[src/logic/scr_pkg.sv]
/*
  Package for the system control register group: register indices,
  field positions, reset values, selector codes, unlock keys and the
  carrier struct for the internal sources that can be routed to the pins.
  Assumes a host-side serial front end that presents decoded word accesses.
*/
package scr_pkg;

  // register indices as seen on the host register port
  localparam logic [7:0] ADDR_BUS_TARGET = 8'h09;
  localparam logic [7:0] ADDR_PIN_ALT = 8'h0B;
  localparam logic [7:0] ADDR_UNLOCK = 8'h0D;
  localparam logic [7:0] ADDR_SOFT_RESET = 8'h0F;
  localparam logic [7:0] ADDR_MODE = 8'h10;
  localparam logic [7:0] ADDR_SLOT_FIFO = 8'h11;

  // field positions
  localparam int PIN_ZERO_SEL_LSB = 0;
  localparam int PIN_ONE_SEL_LSB = 8;
  localparam int SEL_WIDTH = 5;
  localparam int TARGET_LSB = 1;
  localparam int TARGET_WIDTH = 7;
  localparam int KEY_BYTE_LSB = 8;
  localparam int READBACK_SEL_BIT = 13;
  localparam int OVERFLOW_GUARD_BIT = 12;
  localparam int SOFT_RESET_BIT = 0;

  // values after reset
  localparam logic [15:0] UNLOCK_RESET = 16'h0000;
  localparam logic [4:0] SEL_RESET = 5'h00;
  localparam logic [6:0] TARGET_RESET = 7'h64;
  localparam logic [15:0] SLOT_FIFO_RESET = 16'h1000;

  // key written with a new bus target address
  localparam logic [7:0] TARGET_WRITE_KEY = 8'hAD;

  // unlock keys
  localparam logic [15:0] UNLOCK_ALWAYS = 16'h04AD;
  localparam logic [15:0] UNLOCK_PIN_ZERO = 16'h44AD;
  localparam logic [15:0] UNLOCK_PIN_ONE = 16'h84AD;
  localparam logic [15:0] UNLOCK_BOTH = 16'hC4AD;

  // pin alternate-function selector codes
  localparam logic [4:0] SEL_LEGACY = 5'h00;
  localparam logic [4:0] SEL_INTERRUPT = 5'h01;
  localparam logic [4:0] SEL_SLOT_WINDOW = 5'h02;
  localparam logic [4:0] SEL_PULSE_A = 5'h05;
  localparam logic [4:0] SEL_PULSE_B = 5'h06;
  localparam logic [4:0] SEL_PULSE_AB = 5'h07;
  localparam logic [4:0] SEL_DATA_A = 5'h0C;
  localparam logic [4:0] SEL_DATA_B = 5'h0D;
  localparam logic [4:0] SEL_DATA_AB = 5'h0E;
  localparam logic [4:0] SEL_TOGGLE = 5'h0F;
  localparam logic [4:0] SEL_LOW = 5'h10;
  localparam logic [4:0] SEL_HIGH = 5'h11;
  localparam logic [4:0] SEL_OSC = 5'h13;

  typedef enum logic [1:0] {
    MODE_STANDBY = 2'h0,
    MODE_PROGRAM = 2'h1,
    MODE_NORMAL = 2'h2
  } scr_mode_type;

  // internal events and levels that the pins can carry
  typedef struct packed {
    logic legacy;
    logic interrupt;
    logic slotWindow;
    logic pulseA;
    logic pulseB;
    logic dataA;
    logic dataB;
    logic sampleTick;
    logic osc32k;
  } scr_pin_sources_type;

endpackage

[src/logic/scr_pin_mux.sv]
/*
  One general-purpose pin output multiplexer with its half-rate toggle.
  Assumes sources are synchronous to clock; unlisted codes drive low.
*/
`timescale 1ns/10ps
`default_nettype none
module scr_pin_mux
  import scr_pkg::*;
(
  // clock and reset
  input wire logic clock,
  input wire logic rst_n,
  input wire logic softReset,
  // selection and sources
  input wire logic [4:0] select,
  input wire scr_pin_sources_type sources,
  // pin level
  output logic pinLevel
);

  logic toggleReg;
  logic pinNext;

  always_ff @(posedge clock) begin
    if (!rst_n || softReset) begin
      toggleReg <= 1'b0;
    end else if (sources.sampleTick) begin
      toggleReg <= ~toggleReg; // [RULE5]
    end
  end

  always_comb begin
    case (select)
      SEL_LEGACY: pinNext = sources.legacy; // [RULE1]
      SEL_INTERRUPT: pinNext = sources.interrupt; // [RULE1]
      SEL_SLOT_WINDOW: pinNext = sources.slotWindow; // [RULE2]
      SEL_PULSE_A: pinNext = sources.pulseA; // [RULE3]
      SEL_PULSE_B: pinNext = sources.pulseB; // [RULE3]
      SEL_PULSE_AB: pinNext = sources.pulseA | sources.pulseB; // [RULE3]
      SEL_DATA_A: pinNext = sources.dataA; // [RULE4]
      SEL_DATA_B: pinNext = sources.dataB; // [RULE4]
      SEL_DATA_AB: pinNext = sources.dataA | sources.dataB; // [RULE4]
      SEL_TOGGLE: pinNext = toggleReg; // [RULE5]
      SEL_LOW: pinNext = 1'b0; // [RULE6]
      SEL_HIGH: pinNext = 1'b1; // [RULE6]
      SEL_OSC: pinNext = sources.osc32k; // [RULE6]
      // unsupported codes: quiet low rather than an undefined level
      default: pinNext = 1'b0;
    endcase
  end

  // registered so the pin never glitches between sources
  always_ff @(posedge clock) begin
    if (!rst_n || softReset) begin
      pinLevel <= 1'b0;
    end else begin
      pinLevel <= pinNext;
    end
  end

endmodule
`default_nettype wire

[src/logic/scr_control_regs.sv]
/*
  System control register group: pin routing selectors, bus target
  address unlock, self-clearing soft reset, operating mode and slot FIFO
  options. Assumes the serial front end delivers one-cycle read and
  write strobes with a register index and 16-bit data, synchronous to clock.
*/
`timescale 1ns/10ps
`default_nettype none

// Notes on behaviour
// RULE1: selector 0x1 routes configured interrupt; 0x0 legacy
// RULE2: selector 0x2 spans first to last slot
// RULE3: selectors 0x5-0x7 give slot pulse timing
// RULE4: selectors 0xC-0xE flag output data cycles
// RULE5: selector 0xF toggles pin every sample
// RULE6: 0x10 low, 0x11 high, 0x13 oscillator
// RULE7: key 0x04AD always permits address change
// RULE8: other keys permit change on pin levels
// RULE9: soft reset bit resets, then self-clears
// RULE10: soft reset write acknowledged, then all defaults
// RULE11: mode field: standby, program, normal
// RULE12: bit 13 selects block sum or average
// RULE13: bit 12 guards FIFO overflow, default set
// RULE14: host writes 0xAD key with new address
// RULE15: unlisted unlock values keep address locked
module scr_control_regs
  import scr_pkg::*;
(
  // clock and reset
  input wire logic clock,
  input wire logic rst_n,
  // host register port
  input wire logic regWrite,
  input wire logic regRead,
  input wire logic [7:0] regAddr,
  input wire logic [15:0] regWriteData,
  output logic [15:0] regReadData,
  output logic regWriteAck,
  output logic regReadValid,
  // sources routed to the pins and pin levels seen on the pads
  input wire scr_pin_sources_type pinZeroSources,
  input wire scr_pin_sources_type pinOneSources,
  input wire logic pinZeroPad,
  input wire logic pinOnePad,
  // pin outputs
  output logic generalPinZero,
  output logic generalPinOne,
  // configuration towards the core
  output scr_mode_type operatingMode,
  output logic extendedReadbackSelect,
  output logic queueOverflowGuard,
  output logic [6:0] busTargetAddress,
  output logic softResetActive
);

  logic [15:0] unlockReg;
  logic [4:0] pinZeroSelReg;
  logic [4:0] pinOneSelReg;
  logic [15:0] slotFifoReg;
  logic [6:0] targetReg;
  scr_mode_type modeReg;
  logic softResetReg;
  logic clearAll;
  logic changeAllowed;
  logic [15:0] readNext;
  logic [1:0] pinLevels;
  logic [4:0] pinSel [2];
  scr_pin_sources_type pinSrc [2];

  // soft reset takes effect one cycle after its write was acknowledged
  assign clearAll = !rst_n || softResetReg; // [RULE10]

  always_ff @(posedge clock) begin
    if (!rst_n || softResetReg) begin
      softResetReg <= 1'b0; // [RULE9]
    end else if (regWrite && regAddr == ADDR_SOFT_RESET) begin
      softResetReg <= regWriteData[SOFT_RESET_BIT]; // [RULE9]
    end
  end

  // every write is acknowledged, the reset write included
  always_ff @(posedge clock) begin
    if (!rst_n) begin
      regWriteAck <= 1'b0;
    end else begin
      regWriteAck <= regWrite; // [RULE10]
    end
  end

  always_ff @(posedge clock) begin
    if (clearAll) begin
      unlockReg <= UNLOCK_RESET;
    end else if (regWrite && regAddr == ADDR_UNLOCK) begin
      unlockReg <= regWriteData;
    end
  end

  // pad levels count only at the address write itself; later changes do not relock
  always_comb begin
    case (unlockReg)
      UNLOCK_ALWAYS: changeAllowed = 1'b1; // [RULE7]
      UNLOCK_PIN_ZERO: changeAllowed = pinZeroPad; // [RULE8]
      UNLOCK_PIN_ONE: changeAllowed = pinOnePad; // [RULE8]
      UNLOCK_BOTH: changeAllowed = pinZeroPad && pinOnePad; // [RULE8]
      default: changeAllowed = 1'b0; // [RULE15]
    endcase
  end

  // the key byte guards against a stray write reaching the address
  always_ff @(posedge clock) begin
    if (clearAll) begin
      targetReg <= TARGET_RESET;
    end else if (regWrite && regAddr == ADDR_BUS_TARGET && changeAllowed &&
                 regWriteData[KEY_BYTE_LSB +: 8] == TARGET_WRITE_KEY) begin
      targetReg <= regWriteData[TARGET_LSB +: TARGET_WIDTH]; // [RULE14]
    end
  end

  always_ff @(posedge clock) begin
    if (clearAll) begin
      pinZeroSelReg <= SEL_RESET;
      pinOneSelReg <= SEL_RESET;
    end else if (regWrite && regAddr == ADDR_PIN_ALT) begin
      pinZeroSelReg <= regWriteData[PIN_ZERO_SEL_LSB +: SEL_WIDTH];
      pinOneSelReg <= regWriteData[PIN_ONE_SEL_LSB +: SEL_WIDTH];
    end
  end

  always_ff @(posedge clock) begin
    if (clearAll) begin
      modeReg <= MODE_STANDBY; // [RULE10]
    end else if (regWrite && regAddr == ADDR_MODE) begin
      case (regWriteData[1:0])
        2'h0: modeReg <= MODE_STANDBY; // [RULE11]
        2'h1: modeReg <= MODE_PROGRAM; // [RULE11]
        2'h2: modeReg <= MODE_NORMAL; // [RULE11]
        // code 3 is undefined: keep the mode already running
        default: modeReg <= modeReg;
      endcase
    end
  end

  // bits 15:14 are reserved and stay zero
  always_ff @(posedge clock) begin
    if (clearAll) begin
      slotFifoReg <= SLOT_FIFO_RESET; // [RULE13]
    end else if (regWrite && regAddr == ADDR_SLOT_FIFO) begin
      slotFifoReg <= {2'h0, regWriteData[13:0]};
    end
  end

  always_comb begin
    case (regAddr)
      ADDR_BUS_TARGET: readNext = {8'h00, targetReg, 1'b0};
      ADDR_PIN_ALT: readNext = {3'h0, pinOneSelReg, 3'h0, pinZeroSelReg};
      ADDR_UNLOCK: readNext = unlockReg;
      ADDR_SOFT_RESET: readNext = {15'h0000, softResetReg};
      ADDR_MODE: readNext = {14'h0000, modeReg};
      ADDR_SLOT_FIFO: readNext = slotFifoReg;
      default: readNext = 16'h0000;
    endcase
  end

  always_ff @(posedge clock) begin
    if (!rst_n) begin
      regReadData <= 16'h0000;
      regReadValid <= 1'b0;
    end else begin
      regReadValid <= regRead;
      if (regRead) begin
        regReadData <= readNext;
      end
    end
  end

  // configuration outputs, each from its own flop
  always_ff @(posedge clock) begin
    if (clearAll) begin
      operatingMode <= MODE_STANDBY;
      extendedReadbackSelect <= SLOT_FIFO_RESET[READBACK_SEL_BIT];
      queueOverflowGuard <= SLOT_FIFO_RESET[OVERFLOW_GUARD_BIT];
      busTargetAddress <= TARGET_RESET;
    end else begin
      operatingMode <= modeReg; // [RULE11]
      extendedReadbackSelect <= slotFifoReg[READBACK_SEL_BIT]; // [RULE12]
      queueOverflowGuard <= slotFifoReg[OVERFLOW_GUARD_BIT]; // [RULE13]
      busTargetAddress <= targetReg;
    end
  end

  always_ff @(posedge clock) begin
    if (!rst_n) begin
      softResetActive <= 1'b0;
    end else begin
      softResetActive <= softResetReg; // [RULE9]
    end
  end

  // both pins share one multiplexer design, index zero and one
  assign pinSel[0] = pinZeroSelReg;
  assign pinSel[1] = pinOneSelReg;
  assign pinSrc[0] = pinZeroSources;
  assign pinSrc[1] = pinOneSources;

  for (genvar i = 0; i < 2; i++) begin : gen_pin_mux
    // soft reset also clears the toggle, so a restart begins low
    scr_pin_mux pinMux (
      .clock(clock),
      .rst_n(rst_n),
      .softReset(softResetReg),
      .select(pinSel[i]),
      .sources(pinSrc[i]),
      .pinLevel(pinLevels[i])
    );
  end

  // pin outputs are the multiplexers' own flops, passed straight out
  assign generalPinZero = pinLevels[0];
  assign generalPinOne = pinLevels[1];

endmodule
`default_nettype wire

[config.mk]
export PLATFORM = sky130hd
export DESIGN_NAME = scr_control_regs
export DESIGN_NICKNAME = d
export VERILOG_FILES = /design/src/logic/scr_pkg.sv /design/src/logic/scr_pin_mux.sv /design/src/logic/scr_control_regs.sv
export SDC_FILE = /design/constraint.sdc
export NUM_CORES = 1
export LEC_CHECK = 0
export BUFFER_PORTS_ARGS = -buffer_cell sky130_fd_sc_hd__buf_2
export CAP_MARGIN = 20
export CORE_ASPECT_RATIO = 1.1
export CORE_MARGIN = 5
export CORE_UTILIZATION = 54
export CTS_CLUSTER_DIAMETER = 200
export CTS_CLUSTER_SIZE = 25
export DETAILED_ROUTE_END_ITERATION = 10
export GPL_TIMING_DRIVEN = 0
export MAX_ROUTING_LAYER = met4
export PLACE_DENSITY = 0.79
export SLEW_MARGIN = 10
export SYNTH_ARGS = -nofsm -noshare
export SYNTH_HDL_FRONTEND = slang
export SYNTH_HIERARCHICAL = 1
export SYNTH_SLANG_ARGS = --single-unit
[constraint.sdc]
create_clock -name clock -period 3.3 [get_ports clock]
set_clock_uncertainty 0.15 [all_clocks]
set_input_delay 0 -clock clock [delete_from_list [all_inputs] [get_ports clock]]
set_output_delay 0 -clock clock [all_outputs]
set_load 0.005 [all_outputs]
After elaboration in Yosys (flattened, before gate mapping)
Cells that the tools add are included.
Widths: inputs -> output; s select.

word-level totals
  logic and storage cells = 81
  bits in registers = 84
  output and inout port bits = 32
  input bits = 48

cells by class
  reductions and logical operators = 16
  bitwise logic cells = 6
  multiplexer cells = 5
  equality and inequality tests = 35

operators with widths
  kind                  number
  $pmux 16 s6           1
  $eq 5x4->1 const B    8
  $eq 16x16->1 const B  2
  $eq 8x4->1 const B    4
  $eq 5x3->1 const B    6
  $pmux 1 s12           2
  $eq 5x5->1 const B    4
  $eq 16x11->1 const B  1
  $eq 16x15->1 const B  1
  $eq 8x5->1 const B    2
  $eq 5x1->1 const B    2
  $eq 5x2->1 const B    2
  $logic_not 5->1       2
  $logic_and 1x1->1     9
  $eq 8x8->1 const B    1
  $pmux 2 s3            1
  $or 1x1->1            4
  $pmux 1 s4            1
  $reduce_bool 3->1     1
  $eq 2x1->1 const B    1
  $eq 2x2->1 const B    1
  $logic_not 2->1       1
  $not 1->1             2
  $reduce_and 2->1      1
  other kinds (2)       2

Depth between registers and ports, before layout
  depth in word-level cells = 4
  depth in mapped cells = 6
  depth with buffers taken out = 4

By module
Netlist, hierarchy kept.

modules (own cells, without submodules)
  module            cells an instance  seq. area each (um2)  area each (um2)  instances
  scr_control_regs  351                1601.5                3288.2           1
  scr_pin_mux       34                 40.0                  249.0            2

Least setup slack after synthesis
Ideal clock, no wire load.

  path type = reg-to-reg
  from = register unlockReg[6]
  to = register targetReg[0]
  setup slack = 1.671 ns
  cell stages (with the launch flop) = 5
  data required time = 3.078 ns
  data arrival time = 1.408 ns
  path buffers = 0
  clock period less this slack = 1.629 ns
  library setup time = 0.072 ns
  path through = dfxtp_1 > nor4_1 > nand4_1 > nor4_4 > mux2i_1

on the way
  longest elaborated chain between the ends = 4
  elaborated cells between the ends (all ways) = 7
  classes of those cells = eq/ne (4); mux (1); reduce/logical (2)

RTL lines
  element                                     RTL line                 text
  from (decl)                                 scr_control_regs.sv:56   logic [15:0] unlockReg;
  from (signal assigned)                      scr_control_regs.sv:94   unlockReg <= regWriteData;
  $eq 16x16->1, or another cell as far along  scr_control_regs.sv:100  case (unlockReg)
  $pmux 1 s4 (*)                              scr_control_regs.sv:100
  $logic_and 1x1->1 (*) (2 in series)         scr_control_regs.sv:113  end else if (regWrite && regAddr == ADDR_BUS_TARGET && changeAllowed &&
  to (signal assigned)                        scr_control_regs.sv:115  targetReg <= regWriteData[TARGET_LSB +: TARGET_WIDTH];
  to (decl)                                   scr_control_regs.sv:60   logic [6:0] targetReg;

Every way passes the cells marked *; elsewhere a longest branch is shown, timed or not.
A chain may end at the register's enable or synchronous reset.

Worst setup path in the final report
  from = register pinOneSelReg[0]
  to = register gen_pin_mux[1].pinMux.pinLevel

on the way
  longest elaborated chain between the ends = 2
  elaborated cells between the ends (all ways) = 13
  classes of those cells = eq/ne (11); mux (1); reduce/logical (1)

RTL lines
  element                                   RTL line                 text
  from (decl)                               scr_control_regs.sv:58   logic [4:0] pinOneSelReg;
  from (signal assigned)                    scr_control_regs.sv:125  pinOneSelReg <= regWriteData[PIN_ONE_SEL_LSB +: SEL_WIDTH];
  $eq 5x5->1, or another cell as far along  scr_pin_mux.sv:33        case (select)
  $pmux 1 s12 (*)                           scr_pin_mux.sv:33
  to (signal assigned)                      scr_pin_mux.sv:57        pinLevel <= pinNext;
  to (decl)                                 scr_pin_mux.sv:18        output logic pinLevel

Marked as above.

==> impl_metrics.toml <==
[sta]
rsz0062_at_grt = "no"
tightest_slew_ps = 747.9
final_max_slew_viol_count = 0
fmax_ghz = 0.3551
final-hold-violation-count = 0
timing.final.crit_period_ps = 2816
relSlewSlack_pct = 49.77
fin_crit_sh_pct = 85.34
setup_viol = 0
finalSetupTns_ps = 0

[critical_path]
critPathMaxFanout = 10
reg2reg_to = "gen_pin_mux[1].pinMux/pinLevel"
critical_path_class = "flop to flop"
path_cells = "buf_6, o21ai_0, o21ai_0, dlygate4sd3_1, a21oi_1, dlygate4sd3_1, a31oi_1, dlygate4sd3_1"
worst-r2r-setup-slack_ps = 480
endpoint_kind = "flop"
r2r_cells = 8
crit_top_cell = "dlygate4sd3_1"
required_ps = 3460
rr_startpoint = "pinOneSelReg[0]"
slowest_delay_ps = 560
cpMaxStageDelayCell = "dlygate4sd3_1"
cp.arrival_ps = 2980
cp-start-kind = "flop"

[detailed_routing]
vias = 3660
routedWlPerCell_um = 16.54
drt_iter0_drc = 435
drc = 0
drt_pass1_iterations = 5
wirelength_mm = 10.51
drt-vias-per-instance = 5.764
ant_nets = 0

[clocking]
cts.htree.levels = 3
clockBufferDepth = 2
clk_latency_ps = 360
cts_tree = "built"
cts.sinks = 84
cts-root-buf = "clkbuf_8"
clkSlewWorstSetupHoldPaths_ps = 90
cts_made_buffers = 9

[die]
die_w_um = 89.84
core_sq_um = 6927
die_area_sq_um = 8788
rows = 32
die_h_um = 97.82
ioPinCount = 80
initial_utilization_pct = 54.66

[grt]
antenna_found_initial = 0
grtUsageTotal_pct = 24.92
grt_pass1_vias = 3657
grt_pass1_wl_mm = 17.55
gr-total-overflow = 0
grt_max_degree = 17

[synthesis]
ys.flop_type = "dfxtp_1"
syn_inst = 419
ys_ff_latch = 84
async_reset_ff_share_pct = 0
netlist_area_sq_um = 3786
synth_edf_count = 0
synth.distinct_cells = 49
avgSynthCellArea_sq_um = 9.036
yosysSeqAreaShare_pct = 44.42
synthesis.nets = 467
synth-warning-count = 6

[placement]
io_buffers = 78
gp_congestion = 0.9554
hpwl_mm = 7.442

[power_and_ir_drop]
powerDensity_nw_per_um2 = 384.4
p_leak_nw = 2.101
peakVddDrop_v = 0.0002956
power_w = 0.001859

[outcome]
status = "finished clean"

[cells_and_area]
final_nets = 593
drive_gt1_share_pct = 22.18
num_antenna_cells = 0
layout_common_cells = "84 x buf_2, 84 x dfxtp_1, 43 x nand2_1"
area_growth_pct = 27.73

[hold_path]
hold-path-cell-count = 4
hold_path_class = "primary input to flop"
hold_end = "regReadData[1]"
min_from = "regAddr[1]"

[run]
drv_cap = 0
## per-stage QoR
stage	worst slack [ps]	instances	hold slack, ps	area (sq um)	utilization [%]
after floorplan	1671	419	-33.20	3786	-
after global routing	300.1	635	56.16	4836	69.82
after global placement	1237	582	95.58	4283	61.83
after CTS	492.0	635	11.36	4836	69.82
after detailed placement	1256	582	99.69	4283	61.83
final	483.7	635	26.49	4836	69.82
## logic make-up after synthesis
group | synth area share, %
xor+xnor | 0.4627
flops | 44.41
mux | 10.08
simple gates | 25.38
compound gates | 14.57
buf+inv | 5.089
## how the worst max path moves through the flow
stage                                 from                        endpoint  slack [ps]  cells past startpoint
after CTS                 pinZeroSelReg[0]  gen_pin_mux[0].pinMux/pinLevel         490                      8
final                      pinOneSelReg[0]  gen_pin_mux[1].pinMux/pinLevel         480                      8
after floorplan               unlockReg[6]                    targetReg[0]        1670                      4
after global placement          regAddr[5]                    targetReg[0]        1240                      5
after global routing       pinOneSelReg[0]  gen_pin_mux[1].pinMux/pinLevel         300                      8
after detailed placement        regAddr[5]                    targetReg[0]        1260                      5
## worst max-delay path, delay by kind of cell, from the launching register on
family	cells	cell delay [ps]
compound gates	4	360
buf+inv	4	1830
flops	1	420
## cell usage after synthesis, drive strengths merged, types with 10 or more instances
library cell	number	area (sq um)
nor2	38	142.6
nor2b	12	75.07
nand4	12	81.33
clkbuf	18	68.81
nand2	44	167.7
o21ai	12	60.06
nand2b	14	87.58
dfxtp	84	1682
buf	10	75.07
inv	13	48.80
a21oi	26	130.1
mux2i	37	370.4
## state kept, by name, summed over array words and instances, names as in the netlist
signal	count
regReadData	16
unlockReg	16
slotFifoReg	14
busTargetAddress	7
targetReg	7
pinOneSelReg	5
pinZeroSelReg	5
gen_pin_mux.pinMux/pinLevel	2
gen_pin_mux.pinMux/toggleReg	2
modeReg	2
operatingMode	2
extendedReadbackSelect	1
queueOverflowGuard	1
regReadValid	1
regWriteAck	1
softResetActive	1
softResetReg	1
## final cells by class
type | count | area [sq um]
Fill cell | 546 | 2091
Inverter | 13 | 48.80
Sequential cell | 84 | 1682
Multi-Input combinational cell | 294 | 1912
Buffer | 28 | 143.9
Timing Repair Buffer | 115 | 760.7
Tap cell | 85 | 106.4
Clock buffer | 9 | 123.9
Clock inverter | 7 | 58.81
## routing by layer
layer	part of all wire [%]	up-vias	track usage [%]
met3	7.4	26	5.624
met1	43	1709	31.28
li1	-	1756	-
met2	47	169	39.19
met4	2.1	0	9.186
met5	0	-	-
## report_power, final
group	total (W)	switching (W)	internal [W]
clock network	0.000677	0.000395	0.000282
registers	0.00102	0.00000304	0.00102
logic	0.000161	0.0000847	0.0000758
total	0.00186	0.000483	0.00138
## repair_timing
action,in CTS,in global routing
hold buffers,37,0
setup buffers,0,0
resized for setup,0,0
endpoints found under the hold margin,67,0
Note: power is estimated with default switching activity, not from simulation.
